[config.mk]
export PLATFORM = sky130hd
export DESIGN_NAME = gcf_frame_builder
export DESIGN_NICKNAME = d
export VERILOG_FILES = /design/src/logic/gcf_pkg.sv /design/src/logic/gcf_fifo.sv /design/src/logic/gcf_frame_builder.sv
export VERILOG_INCLUDE_DIRS = /design/src /design/src/logic
export SDC_FILE = /design/constraint.sdc
export NUM_CORES = 2
export LEC_CHECK = 0
export ABC_AREA = 1
export BUFFER_PORTS_ARGS = -buffer_cell sky130_fd_sc_hd__buf_2
export CAP_MARGIN = 15
export CORE_MARGIN = 5
export CORE_UTILIZATION = 30
export DETAILED_ROUTE_END_ITERATION = 7
export GPL_TIMING_DRIVEN = 0
export SLEW_MARGIN = 20
export SYNTH_ARGS = -nofsm -noshare
export SYNTH_HDL_FRONTEND = slang
export SYNTH_SLANG_ARGS = --single-unit
[constraint.sdc]
create_clock -name mclk -period 9.3 [get_ports mclk]
set_input_delay 0.93 -clock mclk [delete_from_list [all_inputs] [get_ports mclk]]
set_output_delay 0.93 -clock mclk [all_outputs]
set_load 0.02 [all_outputs]
[src/logic/gcf_cfg.svh]
// Constants of the commissioning frame builder: field values, byte positions, resets
`ifndef GCF_CFG_SVH
`define GCF_CFG_SVH

// Network header and fixed field values
`define GCF_HDR_LEN 6'd6
`define GCF_FRAME_CTRL 8'h8c
`define GCF_EXT_FRAME_CTRL 8'h30
`define GCF_CMD_COMMISSION 8'he0
`define GCF_CMD_DECOMMISSION 8'he1
`define GCF_DEVID_DEFAULT 8'h07
`define GCF_OPT_APP_INFO 8'h85
`define GCF_OPT_NO_APP_INFO 8'h81
`define GCF_EXT_OPTIONS 8'hf2
`define GCF_AI_TYPE_SWITCH 8'h10
`define GCF_AI_LEN_SWITCH 8'h02
`define GCF_AI_TYPE_CMDLIST 8'h04
`define GCF_SWCFG_DEFAULT 8'h01
`define GCF_CMD_INACTIVE 8'hff
// Entry 0 in the low byte, entry 7 in the high byte
`define GCF_CMD_TABLE_DEFAULT 64'h1716151413122322

// Byte positions of a commissioning frame
`define GCF_IDX_SRC 6'd2
`define GCF_IDX_CMD 6'd6
`define GCF_IDX_DEVID 6'd7
`define GCF_IDX_OPT 6'd8
`define GCF_IDX_EXTOPT 6'd9
`define GCF_IDX_KEY 6'd10
`define GCF_IDX_HASH 6'd26
`define GCF_IDX_SEQ 6'd30
`define GCF_IDX_SEQ_END 6'd33
`define GCF_IDX_AI_TYPE 6'd34
`define GCF_IDX_AI_LEN 6'd35
`define GCF_IDX_SWCFG 6'd36
`define GCF_IDX_CONTACT 6'd37

// Byte positions of a decommissioning frame
`define GCF_DIDX_SEQ 6'd6
`define GCF_DIDX_CMD 6'd10
`define GCF_DIDX_SIG 6'd11
`define GCF_DIDX_LAST 6'd14

// Reset values
`define GCF_SEQ_RST 32'h00000000
`define GCF_KEY2_RST 128'h0
`define GCF_LFSR_SEED 128'h5a3c96e1_0f1e2d3c_4b5a6978_8796a5b4

// Output buffer
`define GCF_FIFO_DEPTH 32
`define GCF_FIFO_WIDTH 9

`endif

[src/logic/gcf_pkg.sv]
// Types of the commissioning frame builder
`default_nettype none

package gcf_pkg;

	// Builder sequencer states
	typedef enum logic [1:0] {
		GCF_IDLE,
		GCF_EMIT,
		GCF_LIST
	} gcf_state_e;

	// Complete state of the builder
	typedef struct packed {
		gcf_state_e st;        // Sequencer state
		logic [5:0] idx;       // Byte position within the frame
		logic decom;           // Frame is a decommissioning frame
		logic lrn_q;           // Learn button of the previous cycle
		logic [7:0] dev_id;    // Selected device ID
		logic app_off;         // Application information switched off
		logic [7:0] sw_cfg;    // Generic switch configuration byte
		logic [63:0] cmd_tab;  // Command table, entry 0 lowest
		logic [7:0] contact;   // Current contact snapshot
		logic [2:0] ent;       // Command table walk position
		logic [3:0] remain;    // Command identifiers still to send
		logic [31:0] seq;      // Sequence counter
		logic [31:0] seq_tx;   // Counter value carried by this frame
		logic [127:0] key2;    // Second security key
		logic [127:0] lfsr;    // Random source
		logic busy;            // Frame under way
		logic [7:0] out_data;  // Output byte
		logic out_last;        // Output byte ends the frame
		logic out_valid;       // Output byte valid
	} gcf_core_s;

endpackage : gcf_pkg

`default_nettype wire

[src/logic/gcf_fifo.sv]
// Byte FIFO between the frame builder and the radio transmit path
`default_nettype none

module gcf_fifo #(
	parameter int WIDTH = 9,
	parameter int DEPTH = 32
) (
	input wire logic mclk,                // System clock
	input wire logic rst_n,               // Synchronous reset, active low
	input wire logic in_valid,            // Write word offered
	output logic in_ready,                // Room for a word
	input wire logic [WIDTH-1:0] in_data, // Word to write
	output logic out_valid,               // Word available
	input wire logic out_ready,           // Reader takes the word
	output logic [WIDTH-1:0] out_data     // Oldest word
);

	localparam int AW = $clog2(DEPTH);

	// Whole FIFO state: storage and wrapping pointers
	typedef struct packed {
		logic [DEPTH-1:0][WIDTH-1:0] mem; // Storage
		logic [AW:0] wp;                  // Write pointer, extra wrap bit
		logic [AW:0] rp;                  // Read pointer, extra wrap bit
	} gcf_fifo_s;

	gcf_fifo_s f_reg; // Registered state
	gcf_fifo_s f_next; // Next state
	logic full; // All words taken
	logic empty; // No word held

	// Full when pointers differ only in the wrap bit
	assign full = (f_reg.wp[AW] != f_reg.rp[AW]) && (f_reg.wp[AW-1:0] == f_reg.rp[AW-1:0]);
	assign empty = (f_reg.wp == f_reg.rp);
	assign in_ready = !full;
	assign out_valid = !empty;
	assign out_data = f_reg.mem[f_reg.rp[AW-1:0]];

	// Write and read handling, both may happen in one cycle
	always_comb begin
		f_next = f_reg;
		if (in_valid && !full) begin
			f_next.mem[f_reg.wp[AW-1:0]] = in_data;
			f_next.wp = f_reg.wp + (AW + 1)'(1);
		end
		if (out_ready && !empty) begin
			f_next.rp = f_reg.rp + (AW + 1)'(1);
		end
	end

	// State register
	always_ff @(posedge mclk) begin
		if (!rst_n) begin
			f_reg <= '0;
		end else begin
			f_reg <= f_next;
		end
	end

endmodule : gcf_fifo

`default_nettype wire

[src/logic/gcf_frame_builder.sv]
// Commissioning and decommissioning frame builder with byte stream output
`default_nettype none
`include "gcf_cfg.svh"

module gcf_frame_builder import gcf_pkg::*; (
	input wire logic mclk,                            // System clock, 50 MHz
	input wire logic rst_n,                           // Synchronous reset, active low
	input wire logic learn_button,                    // Learn button, high while pressed
	input wire logic cfg_commission_req,              // Commissioning request pulse
	input wire logic cfg_decommission_req,            // Decommissioning request pulse
	input wire logic data_telegram_sent,              // A data telegram left, pulse
	input wire logic aux_input_a,                     // Input A grounded when high
	input wire logic aux_input_b,                     // Input B grounded when high
	input wire logic cfg_dev_id_we,                   // Device ID write strobe
	input wire logic [7:0] cfg_dev_id,                // Device ID to write
	input wire logic cfg_app_info_off_we,             // Info switch write strobe
	input wire logic cfg_app_info_off,                // One switches info off, except for device 07
	input wire logic cfg_switch_cfg_we,               // Switch configuration write strobe
	input wire logic [7:0] cfg_switch_cfg,            // Switch configuration to write
	input wire logic command_table_entry_we,          // Command entry write strobe
	input wire logic [2:0] command_table_entry_idx,   // Command entry index
	input wire logic [7:0] command_table_entry_data,  // Command entry value
	input wire logic [31:0] source_address,           // Source address, sent low byte first
	input wire logic [127:0] encrypted_key,           // Encrypted key, sent low byte first
	input wire logic [31:0] key_hash,                 // Key hash, sent low byte first
	input wire logic [31:0] auth_signature,           // Signature, sent low byte first
	input wire logic tx_ready,                        // Radio path takes a byte
	output logic tx_valid,                            // Byte offered to the radio path
	output logic [7:0] tx_data,                       // Byte of the frame
	output logic tx_last,                             // Byte ends the frame
	output logic busy,                                // Frame being built
	output logic [31:0] sequence_counter,             // Sequence counter
	output logic [127:0] second_security_key          // Second security key
);

	gcf_core_s r_reg; // Registered state
	gcf_core_s r_next; // Next state
	logic fifo_in_ready; // Buffer has room
	logic fifo_out_valid; // Buffer holds a byte
	logic fifo_out_ready; // Output stage takes a byte
	logic [8:0] fifo_out_data; // Buffered byte with end flag
	logic push; // Byte written into the buffer
	logic [7:0] push_byte; // Byte to write
	logic push_last; // Written byte ends the frame
	logic [7:0] fbyte; // Byte at the current position
	logic flast; // Current position ends the frame
	logic is_dev07; // Default device selected
	logic app_en; // Application information sent
	logic [3:0] active_cnt; // Active command table entries
	logic [1:0] k4; // Byte within a four byte field
	logic [3:0] k16; // Byte within the key field
	logic [7:0] cur_entry; // Command table entry under the walk
	logic finish; // Frame completes this cycle

	// Output stage refills whenever empty or being drained
	assign fifo_out_ready = !r_reg.out_valid || tx_ready;

	// Byte buffer between builder and radio path
	gcf_fifo #(
		.WIDTH(`GCF_FIFO_WIDTH),
		.DEPTH(`GCF_FIFO_DEPTH)
	) u_fifo (
		.mclk(mclk),
		.rst_n(rst_n),
		.in_valid(push),
		.in_ready(fifo_in_ready),
		.in_data({push_last, push_byte}),
		.out_valid(fifo_out_valid),
		.out_ready(fifo_out_ready),
		.out_data(fifo_out_data)
	);

	// Outputs straight from the state register
	assign tx_valid = r_reg.out_valid;
	assign tx_data = r_reg.out_data;
	assign tx_last = r_reg.out_last;
	assign busy = r_reg.busy;
	assign sequence_counter = r_reg.seq;
	assign second_security_key = r_reg.key2;

	// Device kind and presence of application information
	always_comb begin
		is_dev07 = (r_reg.dev_id == `GCF_DEVID_DEFAULT);
		// info off only for other devices
		app_en = !(r_reg.app_off && !is_dev07);
	end

	// Count of table entries that are not inactive
	always_comb begin
		active_cnt = 4'h0;
		for (int i = 0; i < 8; i++) begin
			active_cnt = active_cnt + {3'h0, (r_reg.cmd_tab[i*8 +: 8] != `GCF_CMD_INACTIVE)};
		end
	end

	// Byte offsets within multi byte fields
	always_comb begin
		k4 = 2'h0;
		k16 = 4'h0;
		cur_entry = r_reg.cmd_tab[8*r_reg.ent +: 8];
		if (r_reg.idx < `GCF_IDX_CMD) begin
			// Source address follows the two control bytes
			k4 = 2'(r_reg.idx - `GCF_IDX_SRC);
		end else if (r_reg.decom) begin
			// Counter then signature
			k4 = (r_reg.idx < `GCF_DIDX_CMD) ? 2'(r_reg.idx - `GCF_DIDX_SEQ)
				: 2'(r_reg.idx - `GCF_DIDX_SIG);
		end else if (r_reg.idx < `GCF_IDX_SEQ) begin
			// Key hash
			k4 = 2'(r_reg.idx - `GCF_IDX_HASH);
		end else begin
			// Sequence counter
			k4 = 2'(r_reg.idx - `GCF_IDX_SEQ);
		end
		k16 = 4'(r_reg.idx - `GCF_IDX_KEY);
	end

	// Byte at the current frame position and whether it is the last
	always_comb begin
		fbyte = 8'h00;
		flast = 1'b0;
		if (r_reg.idx == 6'd0) begin
			fbyte = `GCF_FRAME_CTRL;
		end else if (r_reg.idx == 6'd1) begin
			fbyte = `GCF_EXT_FRAME_CTRL;
		end else if (r_reg.idx < `GCF_HDR_LEN) begin
			fbyte = source_address[8*k4 +: 8];
		end else if (r_reg.decom) begin
			if (r_reg.idx < `GCF_DIDX_CMD) begin
				fbyte = r_reg.seq_tx[8*k4 +: 8];
			end else if (r_reg.idx == `GCF_DIDX_CMD) begin
				fbyte = `GCF_CMD_DECOMMISSION;
			end else begin
				fbyte = auth_signature[8*k4 +: 8];
			end
			flast = (r_reg.idx == `GCF_DIDX_LAST);
		end else begin
			// Position ranges overlap, so the first match decides
			priority case (1'b1)
				(r_reg.idx == `GCF_IDX_CMD): fbyte = `GCF_CMD_COMMISSION;
				(r_reg.idx == `GCF_IDX_DEVID): fbyte = r_reg.dev_id;
				(r_reg.idx == `GCF_IDX_OPT): begin
					fbyte = app_en ? `GCF_OPT_APP_INFO : `GCF_OPT_NO_APP_INFO;
				end
				(r_reg.idx == `GCF_IDX_EXTOPT): fbyte = `GCF_EXT_OPTIONS;
				(r_reg.idx < `GCF_IDX_HASH): fbyte = encrypted_key[8*k16 +: 8];
				(r_reg.idx < `GCF_IDX_SEQ): fbyte = key_hash[8*k4 +: 8];
				(r_reg.idx <= `GCF_IDX_SEQ_END): begin
					fbyte = r_reg.seq_tx[8*k4 +: 8];
					flast = (r_reg.idx == `GCF_IDX_SEQ_END) && !app_en;
				end
				(r_reg.idx == `GCF_IDX_AI_TYPE): begin
					// switch info type; command list type
					fbyte = is_dev07 ? `GCF_AI_TYPE_SWITCH : `GCF_AI_TYPE_CMDLIST;
				end
				(r_reg.idx == `GCF_IDX_AI_LEN): begin
					fbyte = is_dev07 ? `GCF_AI_LEN_SWITCH : {4'h0, r_reg.remain};
					flast = !is_dev07 && (r_reg.remain == 4'h0);
				end
				(r_reg.idx == `GCF_IDX_SWCFG): fbyte = r_reg.sw_cfg;
				default: begin
					// contact byte closes the switch info
					fbyte = r_reg.contact;
					flast = 1'b1;
				end
			endcase
		end
	end

	// Sequencer, configuration and counters
	always_comb begin
		r_next = r_reg;
		push = 1'b0;
		push_byte = 8'h00;
		push_last = 1'b0;
		finish = 1'b0;
		r_next.lrn_q = learn_button;
		// Random source steps every cycle
		r_next.lfsr = {r_reg.lfsr[126:0],
			r_reg.lfsr[127] ^ r_reg.lfsr[125] ^ r_reg.lfsr[100] ^ r_reg.lfsr[98]};
		if (data_telegram_sent) begin
			r_next.seq = r_reg.seq + 32'h1;
		end
		// Output stage loads from the buffer or empties
		if (fifo_out_ready) begin
			r_next.out_valid = fifo_out_valid;
			if (fifo_out_valid) begin
				r_next.out_data = fifo_out_data[7:0];
				r_next.out_last = fifo_out_data[8];
			end
		end
		unique case (r_reg.st)
			GCF_IDLE: begin
				// Configuration is taken only between frames
				if (cfg_dev_id_we) begin
					r_next.dev_id = cfg_dev_id;
				end
				if (cfg_app_info_off_we) begin
					r_next.app_off = cfg_app_info_off;
				end
				if (cfg_switch_cfg_we) begin
					r_next.sw_cfg = cfg_switch_cfg;
				end
				if (command_table_entry_we) begin
					r_next.cmd_tab[8*command_table_entry_idx +: 8] = command_table_entry_data;
				end
				r_next.idx = 6'd0;
				r_next.ent = 3'd0;
				r_next.remain = active_cnt;
				r_next.seq_tx = r_reg.seq;
				r_next.contact = {5'h00, aux_input_b, aux_input_a, !(aux_input_a || aux_input_b)};
				if (cfg_decommission_req) begin
					r_next.decom = 1'b1;
					r_next.st = GCF_EMIT;
					r_next.busy = 1'b1;
				end else if (cfg_commission_req || (learn_button && !r_reg.lrn_q)) begin
					r_next.decom = 1'b0;
					r_next.st = GCF_EMIT;
					r_next.busy = 1'b1;
				end
			end
			GCF_EMIT: begin
				// one byte per buffer slot, in order
				if (fifo_in_ready) begin
					push = 1'b1;
					push_byte = fbyte;
					push_last = flast;
					if (flast) begin
						finish = 1'b1;
					end else if (!r_reg.decom && !is_dev07 && (r_reg.idx == `GCF_IDX_AI_LEN)) begin
						r_next.st = GCF_LIST;
					end else begin
						r_next.idx = r_reg.idx + 6'd1;
					end
				end
			end
			GCF_LIST: begin
				if (cur_entry == `GCF_CMD_INACTIVE) begin
					r_next.ent = r_reg.ent + 3'd1;
				end else if (fifo_in_ready) begin
					push = 1'b1;
					push_byte = cur_entry;
					push_last = (r_reg.remain == 4'h1);
					r_next.ent = r_reg.ent + 3'd1;
					r_next.remain = r_reg.remain - 4'h1;
					finish = (r_reg.remain == 4'h1);
				end
			end
		endcase
		// Frame complete: back to idle, count the telegram
		if (finish) begin
			r_next.st = GCF_IDLE;
			r_next.busy = 1'b0;
			r_next.seq = r_reg.seq + (data_telegram_sent ? 32'h2 : 32'h1);
			if (r_reg.decom) begin
				r_next.key2 = r_reg.lfsr;
			end
		end
	end

	// State register with reset values
	always_ff @(posedge mclk) begin
		if (!rst_n) begin
			r_reg <= '0;
			r_reg.st <= GCF_IDLE;
			r_reg.dev_id <= `GCF_DEVID_DEFAULT;
			r_reg.sw_cfg <= `GCF_SWCFG_DEFAULT;
			r_reg.cmd_tab <= `GCF_CMD_TABLE_DEFAULT;
			r_reg.seq <= `GCF_SEQ_RST;
			r_reg.key2 <= `GCF_KEY2_RST;
			r_reg.lfsr <= `GCF_LFSR_SEED;
			r_reg.lrn_q <= 1'b1;
		end else begin
			r_reg <= r_next;
		end
	end

endmodule : gcf_frame_builder

`default_nettype wire

==> flow_summary_export.csv <==
group,metric,value,unit
placement,routabilityCongestion,0.9647,
final_layout,final_cell_mix,"dfxtp_1 (732), nand2_1 (650), o21ai_0 (584)",
timing,grt_setup_unrepaired,"no",
route,wl_per_cell,20.48,µm
route,first_pass_iters,6,
floorplan,die_h,350.4,µm
clock_network,cts_sinks,732,
logic_synthesis,syn_area,0.03475,mm²
logic_synthesis,synth_cell_type_count,58,
floorplan,io_pins,436,
critical_path,r2r_start,"r_reg[429]",
flow_run,max-cap-violations,0,
global_routing,grt_max_degree,15,
clock_network,postCtsHoldBufs,0,
clock_network,clockBufferDepth,3,
clock_network,cts_setup_buffers,0,
clock_network,cts-root-buf,"clkbuf_16",
timing,finalCritPeriodShare,0.5947,
timing,hold_viol,0,
final_layout,nNetsFinal,5380,
final_layout,instances_no_fill,6666,
route,ant_nets,0,
critical_path,cp-end-kind,"flop",
timing,worst-slew-pin-transition,1.146,ns
global_routing,grt_overflow,0,
hold_path,hold_class,"reg -> reg",
route,drt-vias-per-instance,5.182,
logic_synthesis,yosys_warnings,0,
floorplan,std_cell_rows,124,
logic_synthesis,synth_ff_type,"dfxtp_1",
pwr,powerDensity,240.5,mW/mm²
timing,fin_skew,0.05427,ns
final_layout,drive_gt1_frac,0.2280,
timing,fin_crit,5.531,ns
critical_path,crit_arrival,6.10,ns
status,status,"completed",
timing,maxSlewHeadroom,0.2361,
timing,drv_slew,0,
logic_synthesis,seq_area_frac_synth,0.4217,
logic_synthesis,ys_async_sr_fraction,0,
logic_synthesis,ys_ff_latch,732,
floorplan,dieArea,0.1228,mm²
logic_synthesis,syn-num-nets,4863,
final_layout,layout_commonest_cell,"dfxtp_1",
critical_path,critical_path_required,9.87,ns
route,drt_first_iter_violations,3638,
logic_synthesis,synthCells,4566,
floorplan,die-width,350.4,µm
final_layout,syn2layout_area_growth,19.95,%
placement,placed_cells_incl_taps,6512,
clock_network,cts_resized,0,
route,vias,34550,
global_routing,first_global_vias,32420,
pwr,power_leakage,17.16,nW
logic_synthesis,synth_area_per_cell,7.611,µm²
clock_network,insertion_delay,0.69,ns
placement,io_buffer_count,434,
hold_path,min-delay-start,"r_next[76]",
placement,dp.final_hpwl,101000,µm
pwr,irDropWorstVdd,163.4,µV
route,drc_errors,0,
clock_network,numCtsBuffers,81,
critical_path,crit_start,"r_reg[429]",
logic_synthesis,synth_edf_count,0,
pwr,p_total,10.03,mW
floorplan,start_util,0.3031,
global_routing,antenna_found_initial,7,
critical_path,crit_type,"reg -> reg",
timing,tns,0,ns
critical_path,critPathMaxFanout,12,
global_routing,grt_usage,0.2123,
final_layout,stdcell_area,0.04169,mm²
timing,setup_viol_count_final,0,
final_layout,largest_register_ffs,300,
clock_network,cts_tree,"yes",
critical_path,cp-start-kind,"flop",
timing,whs,0.4208,ns
route,wirelength,136500,µm
floorplan,core,0.1147,mm²
timing,max_freq,0.1808,GHz
clock_network,htree_levels,3,
clock_network,clk_pin_slew_worst_paths,0.06,ns
placement,placed_cell_area,0.03882,mm²
global_routing,grt_first_pass_wirelength,201800,µm
[cell type report]
type	count	area [µm²]
Timing Repair Buffer	434	2172
Clock buffer	114	2322
Sequential cell	732	14650
Tap cell	1512	1892
Inverter	259	987.2
Multi-Input combinational cell	3084	15920
Buffer	491	3199
Antenna cell	6	15.01
Clock inverter	34	526.8
Fill cell	12170	72970
[through the flow]
step                setup slack, ns  utilization
detailed placement            3.798       0.3386
floorplan                     5.341            -
global placement              3.752       0.3386
finish                        3.769       0.3636
CTS                           3.777       0.3634
global route                  3.313       0.3635
[critical path: stages, from the launching register on]
cell and delay (ns):
dfxtp_1 0.44, inv_2 0.24, buf_2 0.26, buf_2 0.27, buf_2 0.30, ha_1 0.19, inv_1 0.06, nor3_1 0.47
nor3_1 0.12, o21ai_1 0.13, nand2_1 0.07, o21ai_2 0.10, o22ai_1 0.11, nand2_2 0.37, nor2_1 0.13, inv_1 0.12
ha_1 0.19, inv_1 0.07, o21ai_0 0.35, nand2_1 0.24, nor2_1 0.22, inv_1 0.12, nor4_1 0.46, xor2_1 0.19
nand2_1 0.06, a21oi_1 0.13
[kinds of logic (layout without fill, tap and decap cells)]
kind of cell               Yosys count  in the layout  synth area share
buffers and inverters              750           1332            0.1203
adders and majority gates           32             32           0.01260
AOI/OAI and AO/OA                 1446           1446            0.2371
and+or+nand+nor                   1570           1570            0.1993
xor gates and xnor gates            36             36          0.009073
DFF                                732            732            0.4217
other                                0              6                 0
[cell usage after synthesis, drive strengths merged (27+ instances only)]
| master | instances | area share |
|---|---|---|
| o22ai | 64 | 0.012 |
| nand2 | 674 | 0.077 |
| inv | 247 | 0.027 |
| xor2 | 29 | 0.0073 |
| nand3 | 274 | 0.040 |
| or2 | 70 | 0.013 |
| nor2 | 424 | 0.049 |
| o221ai | 47 | 0.012 |
| buf | 314 | 0.073 |
| ha | 27 | 0.0097 |
| dfxtp | 732 | 0.42 |
| o21ai | 666 | 0.096 |
| clkbuf | 177 | 0.019 |
| a21oi | 608 | 0.10 |
| nor3 | 70 | 0.010 |
| nand4 | 43 | 0.0077 |
[metal layers]
metal  vias up  part of all wire  track usage
li1      16360                 -            -
met1     16430              0.43       0.2869
met2      1471              0.46       0.3448
met3       283             0.075      0.02930
met4         0             0.040      0.08186
met5         -                 0            0
[power by group]
group	leakage, nW	internal [mW]	switching (mW)	total, mW
sequential	5.95	3.31	0.124	3.44
combinational	9.82	0.911	2.26	3.17
clock	1.39	2.00	1.43	3.42
[final timing paths]
path,to,slack (ns),depth (start not counted)
max,sequence_counter[31],3.77,25
min,r_next[77],0.42,2
max reg2reg,sequence_counter[31],3.77,25
min reg2reg,r_next[77],0.42,2
No activity file was read; power rests on OpenSTA's default activity.
